==> src/tmrps_pkg.sv <==
/*
 * Shared constants and types for the 8-bit timer with shared prescaler.
 * Assumes a 20 MHz core clock with four phase clocks per instruction cycle.
 */
package tmrps_pkg;
    // Register byte offsets on the AXI4-Lite slave
    localparam logic [4:0] TMRPS_OFS_OPTION = 5'h00;
    localparam logic [4:0] TMRPS_OFS_COUNT = 5'h04;
    localparam logic [4:0] TMRPS_OFS_INTCTL = 5'h08;
    // Field positions in option and interrupt control registers
    localparam int TMRPS_BIT_SRC = 5;
    localparam int TMRPS_BIT_EDGE = 4;
    localparam int TMRPS_BIT_ASSIGN = 3;
    localparam int TMRPS_BIT_IRQ_EN = 5;
    localparam int TMRPS_BIT_OVF_FLAG = 2;
    // Values after reset
    localparam logic [7:0] TMRPS_OPTION_RST = 8'hff;
    localparam logic [7:0] TMRPS_COUNT_RST = 8'h00;
    localparam logic [7:0] TMRPS_INTCTL_RST = 8'h00;
    // Write inhibit in instruction cycles; count register maximum
    localparam logic [1:0] TMRPS_WR_INHIBIT_CYC = 2'h2;
    localparam logic [7:0] TMRPS_COUNT_MAX = 8'hff;
    // AXI response codes
    localparam logic [1:0] TMRPS_RESP_OKAY = 2'h0;
    localparam logic [1:0] TMRPS_RESP_SLVERR = 2'h2;

    // Phase clocks of one instruction cycle
    typedef enum logic [3:0]
    {
        TMRPS_PH_Q1 = 4'b0001,
        TMRPS_PH_Q2 = 4'b0010,
        TMRPS_PH_Q3 = 4'b0100,
        TMRPS_PH_Q4 = 4'b1000
    } tmrps_phase_t;

    // Option register layout
    typedef struct packed
    {
        logic [1:0] unused;
        logic count_source_select;
        logic count_edge_select;
        logic prescaler_assign;
        logic [2:0] prescale_ratio_field;
    } tmrps_option_t;

    // Register select decoded from an address
    typedef enum logic [3:0]
    {
        TMRPS_SEL_NONE = 4'b0001,
        TMRPS_SEL_OPTION = 4'b0010,
        TMRPS_SEL_COUNT = 4'b0100,
        TMRPS_SEL_INTCTL = 4'b1000
    } tmrps_sel_t;
endpackage

==> src/tmrps_prescaler.sv <==
/*
 * Shared 8-bit prescaler counter with a selectable tap.
 * Assumes single-cycle source ticks on the core clock; clear has priority.
 */
`timescale 1ns/1ps
module tmrps_prescaler
    import tmrps_pkg::*;
(
    input wire logic ref_clk_in,
    input wire logic nrst_in,
    input wire logic clear_in,
    input wire logic src_tick_in,
    input wire logic bypass_in,
    input wire logic [2:0] ratio_in,
    output logic tick_out
);
    logic [7:0] cnt_q;
    logic [7:0] cnt_d;
    logic [7:0] tap_mask;
    logic carry_at_tap;

    // Tap mask: bits 0..ratio must all be ones for the carry
    genvar gi;
    generate
        for (gi = 0; gi < 8; gi = gi + 1)
        begin : g_mask
            assign tap_mask[gi] = (3'(gi) <= ratio_in) || (gi == 0);
        end
    endgenerate

    // Division by two to the power ratio plus one
    assign carry_at_tap = &(cnt_q | ~tap_mask);
    assign tick_out = bypass_in ? src_tick_in : (src_tick_in & carry_at_tap);
    assign cnt_d = clear_in ? 8'h00 : (src_tick_in ? cnt_q + 8'h01 : cnt_q);

    // Counter has no load path and no read path
    always_ff @(posedge ref_clk_in or negedge nrst_in)
    begin
        if (!nrst_in)
            cnt_q <= 8'h00;
        else
            cnt_q <= cnt_d;
    end
endmodule

==> src/tmrps_top.sv <==
/*
 * 8-bit timer/counter with a prescaler shared with the watchdog, AXI4-Lite slave.
 * Assumes the core clock is the oscillator; the watchdog counter sits outside and
 * supplies its own time base tick and clear-watchdog instruction pulse.
 */
// The implementer's own choices: the AXI4-Lite interface to the registers and the address map.
// Notes on behaviour
// - Source bit clear selects instruction-cycle timer
// - Unprescaled timer adds one per instruction cycle
// - Count write blocks incrementing for two cycles
// - Source bit set counts pin edges, selectable
// - Assign bit clear: timer; set: watchdog
// - Timer ratios 1:2 through 1:256
// - Prescaler neither readable nor writable
// - One prescaler, serving exactly one user
// - Rollover FFh to 00h sets overflow flag
// - Interrupt request only while enable set
// - Timer halted during sleep
// - Pin sampled on second and fourth phase
// - Count write clears prescaler when timer-assigned
// - Clear-watchdog clears prescaler when watchdog-assigned
`timescale 1ns/1ps
module tmrps_top
    import tmrps_pkg::*;
(
    input wire logic ref_clk_in,
    input wire logic nrst_in,
    input wire logic [4:0] awaddr_in,
    input wire logic awvalid_in,
    output logic awready_out,
    input wire logic [31:0] wdata_in,
    input wire logic [3:0] wstrb_in,
    input wire logic wvalid_in,
    output logic wready_out,
    output logic [1:0] bresp_out,
    output logic bvalid_out,
    input wire logic bready_in,
    input wire logic [4:0] araddr_in,
    input wire logic arvalid_in,
    output logic arready_out,
    output logic [31:0] rdata_out,
    output logic [1:0] rresp_out,
    output logic rvalid_out,
    input wire logic rready_in,
    input wire logic count_input_pin_in,
    input wire logic sleep_in,
    input wire logic clear_watchdog_in,
    input wire logic watchdog_base_tick_in,
    output logic watchdog_tick_out,
    output logic overflow_irq_out
);
    // Address decode shared by read and write paths
    function automatic tmrps_sel_t reg_sel(input logic [4:0] addr);
        if (addr == TMRPS_OFS_OPTION)
            return TMRPS_SEL_OPTION;
        else if (addr == TMRPS_OFS_COUNT)
            return TMRPS_SEL_COUNT;
        else if (addr == TMRPS_OFS_INTCTL)
            return TMRPS_SEL_INTCTL;
        else
            return TMRPS_SEL_NONE;
    endfunction

    tmrps_phase_t phase_q;
    tmrps_phase_t phase_d;
    tmrps_option_t option_q;
    logic [7:0] count_q;
    logic [7:0] count_d;
    logic [7:0] intctl_q;
    logic [7:0] intctl_d;
    logic [1:0] inhibit_q;
    logic [1:0] inhibit_d;
    logic [2:0] pin_sync_q;
    logic pin_smp_q;
    logic aw_held_q;
    logic w_held_q;
    logic [4:0] awaddr_q;
    logic [31:0] wdata_q;
    logic [3:0] wstrb_q;
    logic awready_q;
    logic wready_q;
    logic bvalid_q;
    logic [1:0] bresp_q;
    logic arready_q;
    logic rvalid_q;
    logic [31:0] rdata_q;
    logic [1:0] rresp_q;
    logic wdt_tick_q;
    logic irq_q;

    // Phase sequencer: instruction cycle is four oscillator clocks
    always_comb
    begin
        unique case (phase_q)
            TMRPS_PH_Q1: phase_d = TMRPS_PH_Q2;
            TMRPS_PH_Q2: phase_d = TMRPS_PH_Q3;
            TMRPS_PH_Q3: phase_d = TMRPS_PH_Q4;
            TMRPS_PH_Q4: phase_d = TMRPS_PH_Q1;
            default: phase_d = TMRPS_PH_Q1;
        endcase
    end

    wire instr_tick = (phase_q == TMRPS_PH_Q4);
    wire sample_phase = (phase_q == TMRPS_PH_Q2) || (phase_q == TMRPS_PH_Q4);

    // Pin sampled only on Q2/Q4 once the last two sync stages agree
    wire pin_stable = (pin_sync_q[1] == pin_sync_q[2]);
    wire pin_take = sample_phase && pin_stable;
    wire pin_rise = pin_take && pin_sync_q[2] && !pin_smp_q;
    wire pin_fall = pin_take && !pin_sync_q[2] && pin_smp_q;
    wire pin_edge = option_q.count_edge_select ? pin_fall : pin_rise;

    // Source selection, halted in sleep so no overflow can wake the core
    wire src_raw = option_q.count_source_select ? pin_edge : instr_tick;
    wire timer_src = src_raw && !sleep_in;

    // Write path decode
    wire wr_fire = aw_held_q && w_held_q && !bvalid_q;
    wire tmrps_sel_t wr_sel = reg_sel(awaddr_q);
    wire wr_lane0 = wr_fire && wstrb_q[0];
    wire wr_option = wr_lane0 && (wr_sel == TMRPS_SEL_OPTION);
    wire wr_count = wr_lane0 && (wr_sel == TMRPS_SEL_COUNT);
    wire wr_intctl = wr_lane0 && (wr_sel == TMRPS_SEL_INTCTL);
    wire tmrps_sel_t rd_sel = reg_sel(araddr_in);

    // Exclusive assignment of the single prescaler
    wire to_timer = !option_q.prescaler_assign;
    wire psc_src = to_timer ? timer_src : watchdog_base_tick_in;
    wire psc_clear = to_timer ? wr_count : clear_watchdog_in;
    logic psc_tick;

    // Ratio and assignment read live each cycle
    tmrps_prescaler u_psc
    (
        .ref_clk_in(ref_clk_in),
        .nrst_in(nrst_in),
        .clear_in(psc_clear),
        .src_tick_in(psc_src),
        .bypass_in(1'b0),
        .ratio_in(option_q.prescale_ratio_field),
        .tick_out(psc_tick)
    );

    // Unused user gets its source straight through
    wire timer_step = to_timer ? psc_tick : timer_src;
    wire wdt_step = to_timer ? watchdog_base_tick_in : psc_tick;

    // Count register with write inhibit window
    wire count_inc = timer_step && (inhibit_q == 2'h0) && !wr_count;
    wire overflow = count_inc && (count_q == TMRPS_COUNT_MAX);
    assign count_d = wr_count ? wdata_q[7:0] : (count_inc ? count_q + 8'h01 : count_q);

    // Inhibit counts down on instruction cycles
    always_comb
    begin
        inhibit_d = inhibit_q;
        if (wr_count)
            inhibit_d = TMRPS_WR_INHIBIT_CYC;
        else if (instr_tick && inhibit_q != 2'h0)
            inhibit_d = inhibit_q - 2'h1;
    end

    // Overflow set wins over a software clear in the same cycle
    always_comb
    begin
        intctl_d = wr_intctl ? wdata_q[7:0] : intctl_q;
        if (overflow)
            intctl_d[TMRPS_BIT_OVF_FLAG] = 1'b1;
    end

    // Timer state and phase
    always_ff @(posedge ref_clk_in or negedge nrst_in)
    begin
        if (!nrst_in)
        begin
            phase_q <= TMRPS_PH_Q1;
            count_q <= TMRPS_COUNT_RST;
            intctl_q <= TMRPS_INTCTL_RST;
            inhibit_q <= 2'h0;
            option_q <= TMRPS_OPTION_RST;
        end
        else
        begin
            phase_q <= phase_d;
            count_q <= count_d;
            intctl_q <= intctl_d;
            inhibit_q <= inhibit_d;
            if (wr_option)
                option_q <= wdata_q[7:0];
        end
    end

    // Three-stage pin synchroniser and phase-qualified sample
    always_ff @(posedge ref_clk_in or negedge nrst_in)
    begin
        if (!nrst_in)
        begin
            pin_sync_q <= 3'h0;
            pin_smp_q <= 1'b0;
        end
        else
        begin
            pin_sync_q <= {pin_sync_q[1:0], count_input_pin_in};
            if (pin_take)
                pin_smp_q <= pin_sync_q[2];
        end
    end

    // Registered outputs; request follows flag and enable one cycle later
    always_ff @(posedge ref_clk_in or negedge nrst_in)
    begin
        if (!nrst_in)
        begin
            wdt_tick_q <= 1'b0;
            irq_q <= 1'b0;
        end
        else
        begin
            wdt_tick_q <= wdt_step;
            irq_q <= intctl_q[TMRPS_BIT_IRQ_EN] && intctl_q[TMRPS_BIT_OVF_FLAG];
        end
    end

    // Write channels taken in either order, one write in flight
    always_ff @(posedge ref_clk_in or negedge nrst_in)
    begin
        if (!nrst_in)
        begin
            aw_held_q <= 1'b0;
            w_held_q <= 1'b0;
            awaddr_q <= 5'h00;
            wdata_q <= 32'h0000_0000;
            wstrb_q <= 4'h0;
            awready_q <= 1'b0;
            wready_q <= 1'b0;
            bvalid_q <= 1'b0;
            bresp_q <= TMRPS_RESP_OKAY;
        end
        else
        begin
            awready_q <= !aw_held_q && !(awvalid_in && awready_q) && !bvalid_q;
            wready_q <= !w_held_q && !(wvalid_in && wready_q) && !bvalid_q;
            if (awvalid_in && awready_q)
            begin
                aw_held_q <= 1'b1;
                awaddr_q <= awaddr_in;
            end
            if (wvalid_in && wready_q)
            begin
                w_held_q <= 1'b1;
                wdata_q <= wdata_in;
                wstrb_q <= wstrb_in;
            end
            if (wr_fire)
            begin
                bvalid_q <= 1'b1;
                bresp_q <= (wr_sel == TMRPS_SEL_NONE) ? TMRPS_RESP_SLVERR : TMRPS_RESP_OKAY;
                aw_held_q <= 1'b0;
                w_held_q <= 1'b0;
            end
            else if (bvalid_q && bready_in)
                bvalid_q <= 1'b0;
        end
    end

    // Read channel; the prescaler count has no read path
    always_ff @(posedge ref_clk_in or negedge nrst_in)
    begin
        if (!nrst_in)
        begin
            arready_q <= 1'b0;
            rvalid_q <= 1'b0;
            rdata_q <= 32'h0000_0000;
            rresp_q <= TMRPS_RESP_OKAY;
        end
        else
        begin
            arready_q <= !rvalid_q && !(arvalid_in && arready_q);
            if (arvalid_in && arready_q)
            begin
                rvalid_q <= 1'b1;
                rresp_q <= (rd_sel == TMRPS_SEL_NONE) ? TMRPS_RESP_SLVERR : TMRPS_RESP_OKAY;
                unique case (rd_sel)
                    TMRPS_SEL_OPTION: rdata_q <= {24'h000000, option_q};
                    TMRPS_SEL_COUNT: rdata_q <= {24'h000000, count_q};
                    TMRPS_SEL_INTCTL: rdata_q <= {24'h000000, intctl_q};
                    TMRPS_SEL_NONE: rdata_q <= 32'h0000_0000;
                endcase
            end
            else if (rvalid_q && rready_in)
                rvalid_q <= 1'b0;
        end
    end

    assign awready_out = awready_q;
    assign wready_out = wready_q;
    assign bvalid_out = bvalid_q;
    assign bresp_out = bresp_q;
    assign arready_out = arready_q;
    assign rvalid_out = rvalid_q;
    assign rdata_out = rdata_q;
    assign rresp_out = rresp_q;
    assign watchdog_tick_out = wdt_tick_q;
    assign overflow_irq_out = irq_q;
endmodule
==> config.mk <==
export PLATFORM = sky130hd
export DESIGN_NAME = tmrps_top
export DESIGN_NICKNAME = d
export VERILOG_FILES = /design/src/tmrps_pkg.sv /design/src/tmrps_prescaler.sv /design/src/tmrps_top.sv
export SDC_FILE = /design/constraint.sdc
export NUM_CORES = 1
export LEC_CHECK = 0
export BUFFER_PORTS_ARGS = -buffer_cell sky130_fd_sc_hd__buf_4
export CORE_MARGIN = 8
export CORE_UTILIZATION = 45
export CTS_CLUSTER_SIZE = 25
export DETAILED_ROUTE_END_ITERATION = 8
export PLACE_DENSITY = 0.7
export SETUP_SLACK_MARGIN = 0.4
export SLEW_MARGIN = 25
export SYNTH_ARGS = -nofsm -noshare
export SYNTH_HDL_FRONTEND = slang
export SYNTH_SLANG_ARGS = --single-unit
==> constraint.sdc <==
create_clock -name ref_clk_in -period 3.01 [get_ports ref_clk_in]
set_input_delay 0.301 -clock ref_clk_in [delete_from_list [all_inputs] [get_ports ref_clk_in]]
set_output_delay 0.301 -clock ref_clk_in [all_outputs]
set_load 0.02 [all_outputs]
---- Yosys cells after proc, flatten, opt, wreduce, memory -nomap -nowiden ----
Index checks and enable logic that the tools add are counted.
word-level totals
  register bits ........................... 101
  input bits .............................. 57
  word-level logic and storage cells ...... 143
cells by class
  $add $sub $neg .......................... 3
  order comparisons ....................... 7
  equal/unequal tests ..................... 18
  multiplexer cells ....................... 32
  bitwise operators ....................... 3
  reduce and logical (&&, ||, !) cells .... 52
operator list
  operator                                                        count
  case mux 32 bit (4 select lines)                                1
  two-way mux 8 bit                                               4
  logical AND 1 bit                                               27
  two-way mux 4 bit                                               6
  nonzero test 2 bit                                              9
  adder 8 x 1 -> 8 bit (second input constant)                    2
  two-way mux 1 bit                                               15
  == test 4 x 1 -> 1 bit (second input constant)                  3
  == test 4 x 2 -> 1 bit (second input constant)                  3
  == test 4 x 3 -> 1 bit (second input constant)                  3
  == test 4 bit (second input constant)                           3
  less-or-equal comparator 3 bit (first input constant)           4
  case mux 4 bit (3 select lines)                                 1
  logical NOT 1 bit                                               11
  == test 5 x 3 -> 1 bit (second input constant)                  2
  == test 5 x 4 -> 1 bit (second input constant)                  2
  logical NOT 5 bit                                               2
  == test 8 bit (second input constant)                           1
  two-way mux 2 bit                                               4
  NOT 8 bit                                                       1
  bitwise OR 8 bit                                                1
  AND reduction 8 bit                                             1
  less-or-equal comparator 2 x 3 -> 1 bit (first input constant)  2
  less-or-equal comparator 1 x 3 -> 1 bit (first input constant)  1
  6 further kinds                                                 6

---- Depth between registers and ports, before layout ----
Gate-level depths: netlist of the first run.
  depth after elaboration ................. 15
  mapped depth ............................ 8
  depth with buffers taken out ............ 6

---- Hierarchy ----
Synthesis of the first run repeated with hierarchy kept, for this count alone.
unflattened totals
  cell total of the unflattened synthesis .. 331
  area, all modules ....................... 3653.5 um2
modules (own cells, without submodules)
  module           times used  cells each  area each (um2)  seq. area each (um2)
  tmrps_top        1           282         3185.6           1687.9
  tmrps_prescaler  1           49          467.9            200.2

---- Worst setup path before layout of the first run ----
No wires, ideal clock.
  path kind ............................... register to register
  start point ............................. reg bvalid_q, in the netlist bvalid_out
  end point ............................... reg u_psc.cnt_q[6]
  arrival ................................. 2056 ps
  data required time ...................... 2885 ps
  slack ................................... 829 ps
  stages on the path, launching flop included .. 9
  cell sequence ........................... dfrtp_1 -> and3b_1 -> buf_2 -> nand3_1 -> or3b_1 -> buf_4 -> o21ai_2 -> nor2_1 -> mux2_2
between the ends
  word-level cells in the longest chain between the ends .. 6
  elaborated cells between the ends (all ways) .. 7
ends and longest elaborated chain
  element                                                         line                   RTL
  start, declared                                                 tmrps_top.sv:82        logic bvalid_q;
  start signal, assigned                                          tmrps_top.sv:236       bvalid_q <= 1'b0;
  start signal, assigned                                          tmrps_top.sv:256       bvalid_q <= 1'b1;
  start signal, assigned                                          tmrps_top.sv:262       bvalid_q <= 1'b0;
  logical NOT 1 bit *                                             tmrps_top.sv:118       wire wr_fire = aw_held_q && w_held_q && !bvalid_q;
  logical AND 1 bit *                                             tmrps_top.sv:118
  logical AND 1 bit *                                             tmrps_top.sv:120       wire wr_lane0 = wr_fire && wstrb_q[0];
  logical AND 1 bit *                                             tmrps_top.sv:122       wire wr_count = wr_lane0 && (wr_sel == TMRPS_SEL_COUNT);
  two-way mux 1 bit *                                             tmrps_top.sv:129       wire psc_clear = to_timer ? wr_count : clear_watchdog_in;
  two-way mux 8 bit / nonzero test 2 bit (equally long branches)  -
  end signal, assigned                                            tmrps_prescaler.sv:42  cnt_q <= cnt_d;
  end, declared                                                   tmrps_prescaler.sv:17  logic [7:0] cnt_q;
Mark *: on every way between the ends. The rest lies on a longest branch, timed or not.
A chain may end at the register's enable or synchronous reset.

---- Final worst setup path of the first run ----
  start point ............................. reg phase_q[1]
  end point ............................... reg count_q[7]
between the ends
  word-level cells in the longest chain between the ends .. 14
  elaborated cells between the ends (all ways) .. 17
ends and longest elaborated chain
  element                                                         line                                RTL
  start, declared                                                 tmrps_top.sv:64                     tmrps_phase_t phase_q;
  start signal, assigned                                          tmrps_top.sv:184                    phase_q <= phase_d;
  == test 4 x 2 -> 1 bit / == test 4 bit (equally long branches)  tmrps_top.sv:104, tmrps_top.sv:103
  logical OR 1 bit                                                tmrps_top.sv:104                    wire sample_phase = (phase_q == TMRPS_PH_Q2) || (phase_q == TMRPS_PH_Q4);
  logical AND 1 bit                                               tmrps_top.sv:108                    wire pin_take = sample_phase && pin_stable;
  logical AND 1 bit (on tied branches) (2 in a row)               tmrps_top.sv:109, tmrps_top.sv:110
  two-way mux 1 bit                                               tmrps_top.sv:111                    wire pin_edge = option_q.count_edge_select ? pin_fall : pin_rise;
  two-way mux 1 bit *                                             tmrps_top.sv:114                    wire src_raw = option_q.count_source_select ? pin_edge : instr_tick;
  logical AND 1 bit *                                             tmrps_top.sv:115                    wire timer_src = src_raw && !sleep_in;
  two-way mux 1 bit                                               tmrps_top.sv:128                    wire psc_src = to_timer ? timer_src : watchdog_base_tick_in;
  bitwise AND 1 bit                                               tmrps_prescaler.sv:33               assign tick_out = bypass_in ? src_tick_in : (src_tick_in & carry_at_tap);
  two-way mux 1 bit *                                             tmrps_top.sv:145                    wire timer_step = to_timer ? psc_tick : timer_src;
  logical AND 1 bit * (2 in a row)                                tmrps_top.sv:149                    wire count_inc = timer_step && (inhibit_q == 2'h0) && !wr_count;
  nonzero test 2 bit (no line) *                                  -
  end signal, assigned                                            tmrps_top.sv:185                    count_q <= count_d;
  end, declared                                                   tmrps_top.sv:67                     logic [7:0] count_q;
Marked as above.

==> results of run 1 <==
==> sequential cells by signal, summed over array words and instances (netlist names), 2 cells and up <==
name	cells
pin_sync_q	3
awaddr_q	5
u_psc.cnt_q	8
option_q	8
intctl_q	8
inhibit_q	2
phase_q	4
count_q	8
wdata_q	8
rdata_out	8
==> power breakdown <==
part | internal (mW) | switching, mW
registers | 1.31 | 0.297
clock network | 0.494 | 0.365
logic | 0.403 | 0.431
total | 2.21 | 1.09
==> cells by family after synthesis <==
logic type      count (synthesis)  share of synthesized area, %
simple gates                  101                          15.4
fa+ha+maj                       3                          1.03
mux                            32                          9.82
xor+xnor                        6                          1.44
compound gates                 70                          13.0
flops                          75                          51.8
other cells                     1                         0.103
buf+inv                        40                          7.38
==> synthesized netlist by cell type, types with 8 or more instances <==
master / number
a31oi_1: 9
a22o_1: 8
a21oi_1: 8
dfrtp_1: 66
dfstp_2: 9
o21ai_0: 24
nand2b_1: 12
nand2_1: 23
nor2_1: 21
buf_4: 29
or4_1: 9
o31ai_1: 9
mux2_2: 30
==> through the flow <==
stage	hold WS [ns]	power [mW]	worst slack, ns	cell area [sq um]
finish	-0.0611	3.31	0.617	4230
global placement	0.335	2.43	0.657	4000
detailed placement	0.335	2.47	0.616	4000
floorplan	0.00541	2.17	0.829	3740
CTS	0.0497	3.34	0.607	4230
global route	0.0183	3.53	0.451	4230
==> metal layers <==
metal | routed length, microns | vias up | GRT usage, %
li1 | - | 1241 | -
met3 | 558 | 9 | 4.36
met5 | 0 | - | 0
met4 | 106 | 0 | 6.43
met1 | 3190 | 1197 | 16.8
met2 | 3170 | 72 | 19.7
==> final timing paths <==
check | end | slack [ns] | cells past startpoint
hold / removal | u_psc.cnt_q[6]$_DFFE_PN0P_ | -0.06 | 1
setup / recovery | count_q[7]$_DFFE_PN0P_ | 0.62 | 5
min in group ref_clk_in | pin_sync_q[0]$_DFF_PN0_ | 0.07 | 1
max in group asynchronous | pin_smp_q$_DFFE_PN0N_ | 2.57 | 1
hold reg to reg | pin_sync_q[1]$_DFF_PN0_ | 0.35 | 0
setup reg to reg | count_q[7]$_DFFE_PN0P_ | 0.62 | 5
==> worst max-delay path: stages (launching register included) <==
cell and delay, ns:
dfrtp_1 0.42, or4b_1 0.59, o32ai_4 0.37, nand2_2 0.25, or4_1 0.51, a31oi_1 0.19
==> final cells by class <==
| type | count | area, sq um | share of cell area, % |
|---|---|---|---|
| clock inverters | 5 | 85.1 | 2.01 |
| flip-flops and latches | 75 | 1890 | 44.6 |
| well taps | 105 | 131 | 3.10 |
| repair buffers | 50 | 379 | 8.96 |
| multi-input cells | 238 | 1580 | 37.4 |
| inverters | 7 | 26.3 | 0.621 |
| clock buffers | 11 | 141 | 3.34 |
==> summary.md, run 1 <==
| Metric | Value |
|---|---|
| Final Hold Slack | `-0.0611 ns` |
| Peak supply drop | `approximately 370 uV` |
| Postcts setup bufs | `0` |
| Critical path data arrival time | `2.66 ns` |
| Number of fill cells | `728` |
| Final TNS setup | `0 ns` |
| Initial core utilization | `45.3%` |
| # hold bufs at CTS | `0` |
| Crit path from | `phase_q[1]$_DFF_PN0_` |
| Rows | `33` |
| Post-Route WL | `7030 microns` |
| Initial DRT Pass Iterations | `4` |
| HP Class | `input port to asynchronous set/reset pin` |
| Worst EP required | `between 3 and 4 ns` |
| Synth Register Bits | `75` |
| CTS HTree Levels | `3` |
| Drt drc | `0` |
| Wirelength per Cell | `roughly 14 microns` |
| Root buffer cell | `clkbuf_8` |
| Minimum clock period after layout | `2.39 ns` |
| Pleak | `1.88 nW` |
| GRT Resource Usage Total | `13.2%` |
| # IOs | `100` |
| Initial antenna violation count | `0` |
| Synth area leader | `dfrtp_1` |
| Die extent in x | `106 microns` |
| Failing checks | `hold timing` |
| Routability-driven placement congestion ratio | `approximately 0.83` |
| Vias in the first global route | `~2600` |
| Layout Nets | `around 440` |
| Clock sinks | `75` |
| Synth Warn # | `0` |
| Core ar. | `about 8100 sq um` |
| Antenna Nets Post-Route | `0` |
| DIE AREA | `11200 sq um` |
| Dpl hpwl | `~5200 microns` |
| MaxCap Viol Count | `0` |
| Largest net degree at the start of global routing | `76` |
| Layout cells sized above 1 | `29.5%` |
| Dominant cells by area after synthesis | `dfrtp_1 (45%), mux2_2 (9.3%), dfstp_2 (6.5%), buf_4 (6.0%), o21ai_0 (3.3%)` |
| Final setup vio count | `0` |
| Pwr/cell area | `781 nW/um^2` |
| Avg Inst Size Synth | `11.1 sq um` |
| Crit end category | `flip-flop` |
| Setup CP Type | `flip-flop to flip-flop` |
| Startpoint Class | `flip-flop` |
| Max clock buf depth | `2` |
| Final Hold Viols | `36` |
| Relative slew slack | `44.1%` |
| Outcome | `complete, but fails checks` |
| Fraction of registers with async set/reset | `100%` |
| RSZ-0062 raised after global routing | `false` |
| Cell variety after synth | `49` |
| Post-Syn Area | `3640 sq um` |
| Reg-to-Reg Start | `phase_q[1]$_DFF_PN0_` |
| # port buffers | `46` |
| Crit-path max FO | `16` |
| Commonest non-fill, non-tap cell in the layout | `dfrtp_1` |
| Yosys top cell area share | `45.3%` |
| Fin util | `52.6%` |
| CTS tree | `built` |
| Non-filler cells in the finished layout | `491` |
| Post-route clock period utilization | `79.5%` |
| DRT iter0 DRCs | `107` |
| Most frequent cells in the layout | `dfrtp_1 (66), buf_4 (49), mux2_2 (30)` |
| Area grow syn2layout | `16.1%` |
| First-pass GRT wire length | `12200 microns` |
| Total CTS buffers | `9` |
| Post-CTS sizing | `0` |
| Die height | `106 microns` |
| Final Slew Violations | `0` |
| Post-Syn Instances | `328` |
| Top_reg_cell synth | `dfrtp_1` |
| Grt ovf | `0` |
| Clock Latency Late Sink | `0.34 ns` |
| Via/cell ratio | `5.13` |
| Number of diodes | `0` |
| Placed cells | `between 400 and 500` |
| Routed vias | `2519` |
| Worst-path clk slew | `0.08 ns` |
| Number of enable flip-flop cells after synthesis | `0` |
| Worst Tran Pin Value | `0.831 ns` |
| Worst Clk Skew | `0.00857 ns` |
| Seq/Total Area, Yosys | `51.8%` |
| Achievable frequency | `418 MHz` |
Power figures use the tool's default switching activity.
==> inputs of run 2 (changes only) <==
Settings changed: PLACE_DENSITY 0.7 to 0.73.
Clock period 3.01 ns to 2 ns, I/O delays scaled along.
==> summary.md, run 2 (synthesis results as in run 1) <==
| Metric | Value |
|---|---|
| Final setup vio count | `13 (+13)` |
| Crit path from | `phase_q[1]$_DFF_PN0_` |
| Drt drc | `0 (unchanged)` |
| Crit path cell chain | `or4b_4 > o32ai_4 > buf_4 > nand2_4 > or4_1 > a31oi_1` |
| Crit-path max FO | `10 (-6)` |
| HP Class | `input port to flip-flop` |
| Routability-driven placement congestion ratio | `0.811 (-2.2%)` |
| Number of diodes | `0 (unchanged)` |
| Outcome | `complete, but fails checks` |
| Rows | `33 (unchanged)` |
| Final TNS setup | `-1.18 ns (-1.18 ns)` |
| Worst EP required | `2.26 ns (-1.01 ns)` |
| Clock Latency Late Sink | `0.35 ns (about the same)` |
| Crit end category | `flip-flop` |
| Minimum clock period after layout | `2.12 ns (-0.270 ns)` |
| Startpoint Class | `flip-flop` |
| Worst Clk Skew | `0.0154 ns (+0.00684 ns)` |
| Min-delay src | `arvalid_in` |
| Area grow syn2layout | `25.7%` |
| Root buffer cell | `clkbuf_8` |
| Grt ovf | `0 (unchanged)` |
| Fin util | `56.9% (+4.3 points)` |
| Number of fill cells | `701 (-3.7%)` |
| Layout cells sized above 1 | `37.4% (+7.9 points)` |
| Buf/Inv on CP | `1 (+1)` |
| Total CTS buffers | `9 (unchanged)` |
| Critical path data arrival time | `2.38 ns (-0.28 ns)` |
| CTS HTree Levels | `3 (unchanged)` |
| Achievable frequency | `471 MHz (+13%)` |
| Initial antenna violation count | `0 (unchanged)` |
| Worst-path clk slew | `0.07 ns (about the same)` |
| Wirelength per Cell | `14.9 microns (+4.2%)` |
| Setup WS post-layout | `-0.123 ns (-0.740 ns)` |
| Layout Nets | `469 (+6.3%)` |
| CP max stage cell | `or4b_4` |
| Via/cell ratio | `5.17 (+0.76%)` |
| Final Hold Viols | `0 (-100%)` |
| Core ar. | `8050 sq um (unchanged)` |
| Antenna Nets Post-Route | `0 (unchanged)` |
| Reg-to-Reg Start | `phase_q[1]$_DFF_PN0_` |
| First-pass GRT wire length | `13000 microns (+7.0%)` |
| GRT Resource Usage Total | `14.2% (+0.99 points)` |
| Clock sinks | `75 (unchanged)` |
| Initial core utilization | `45.3% (unchanged)` |
| Peak supply drop | `657 uV (+77%)` |
| Pleak | `2.07 nW (+9.9%)` |
| Setup CP Type | `flip-flop to flip-flop` |
| MaxCap Viol Count | `0 (unchanged)` |
| Placed cells | `497 (+4.6%)` |
| Largest stage delay on the critical path | `0.57 ns (-0.02 ns)` |
| Largest net degree at the start of global routing | `46 (-39%)` |
| CTS tree | `built` |
| DIE AREA | `11200 sq um (unchanged)` |
| DRT iter0 DRCs | `86 (-20%)` |
| Die height | `106 microns (unchanged)` |
| Routed vias | `2683 (+6.5%)` |
| Dpl hpwl | `5730 microns (+11%)` |
| Most frequent cells in the layout | `buf_4 (69), dfrtp_1 (65), conb_1 (26)` |
| # IOs | `100 (unchanged)` |
| Final Slew Violations | `0 (unchanged)` |
| RSZ-0062 raised after global routing | `true` |
| Delay-heaviest family, CP | `simple AND/OR/NAND/NOR gates` |
| Commonest non-fill, non-tap cell in the layout | `buf_4` |
| Non-filler cells in the finished layout | `519 (+5.7%)` |
| Initial DRT Pass Iterations | `5 (+1)` |
| Pre-CTS WS | `-0.215 ns (-0.831 ns)` |
| Failing checks | `setup timing` |
| Die extent in x | `106 microns (unchanged)` |
| Pwr/cell area | `1110 nW/um^2 (+43%)` |
| Vias in the first global route | `2823 (+9.6%)` |
| Post-Route WL | `7740 microns (+10%)` |
| Post-route clock period utilization | `106% (+27 points)` |
| Max clock buf depth | `2 (unchanged)` |
| # port buffers | `46 (unchanged)` |
## run 2: cell count changes in the layout (fill, tap and decap cells not counted), sizes merged
cell	before	now
inv	8	7
clkinvlp	1	0
dlygate4sd3	0	2
bufinv	2	1
clkbuf	11	14
buf	50	76
## run 2: layout make-up
cell class / count / area [sq um] / area share (%)
multi-input combinational: 238 / 1710 / 37.3
clock buffer: 14 / 163 / 3.55
sequential: 75 / 1890 / 41.2
clock inverter: 2 / 35.0 / 0.765
timing repair buffer: 78 / 629 / 13.7
tap: 105 / 131 / 2.87
inverter: 7 / 26.3 / 0.574
## run 2: power breakdown
part | switching [mW] | leakage (nW) | internal (mW)
combinational | 0.746 | 1.06 | 0.735
clock | 0.529 | 0.101 | 0.645
sequential | 0.464 | 0.909 | 1.98
## run 2: path summary, 6_finish.rpt
path	end	slack, ns	depth (start not counted)
max in group asynchronous	option_q[1]$_DFFE_PN1P_	1.05	3
min in group asynchronous	pin_sync_q[0]$_DFF_PN0_	0.32	2
worst max register to register	count_q[4]$_DFFE_PN0P_	-0.12	6
worst max-delay path	count_q[4]$_DFFE_PN0P_	-0.12	6
worst min register to register	pin_sync_q[1]$_DFF_PN0_	0.35	0
worst min-delay path	arready_out$_DFF_PN0_	0.05	2
## run 2: timing repair
action,4_1_cts,5_1_grt
setup endpoints to repair,27,33
hold buffers,2,0
pin swaps,16,6
resized for setup,11,14
endpoints found under the hold margin,29,0
setup buffers,3,1
## run 2: per-stage QoR
step / power [mW] / instance area [sq um] / hold slack [ns]
finish: 5.10 / 4580 / 0.0474
global route: 5.44 / 4580 / 0.0339
CTS: 5.09 / 4510 / 0.0317
detailed placement: 3.88 / 4240 / 0.167
global placement: 3.80 / 4240 / 0.159
floorplan: 3.33 / 3810 / -0.0956
## run 2: per-layer routing
| layer | track usage [%] | up-vias | wire [microns] |
|---|---|---|---|
| met4 | 6.43 | 0 | 114 |
| met1 | 17.1 | 1310 | 3300 |
| met2 | 23.1 | 71 | 3770 |
| met3 | 3.93 | 9 | 555 |
| met5 | 0 | - | 0 |
| li1 | - | 1293 | - |
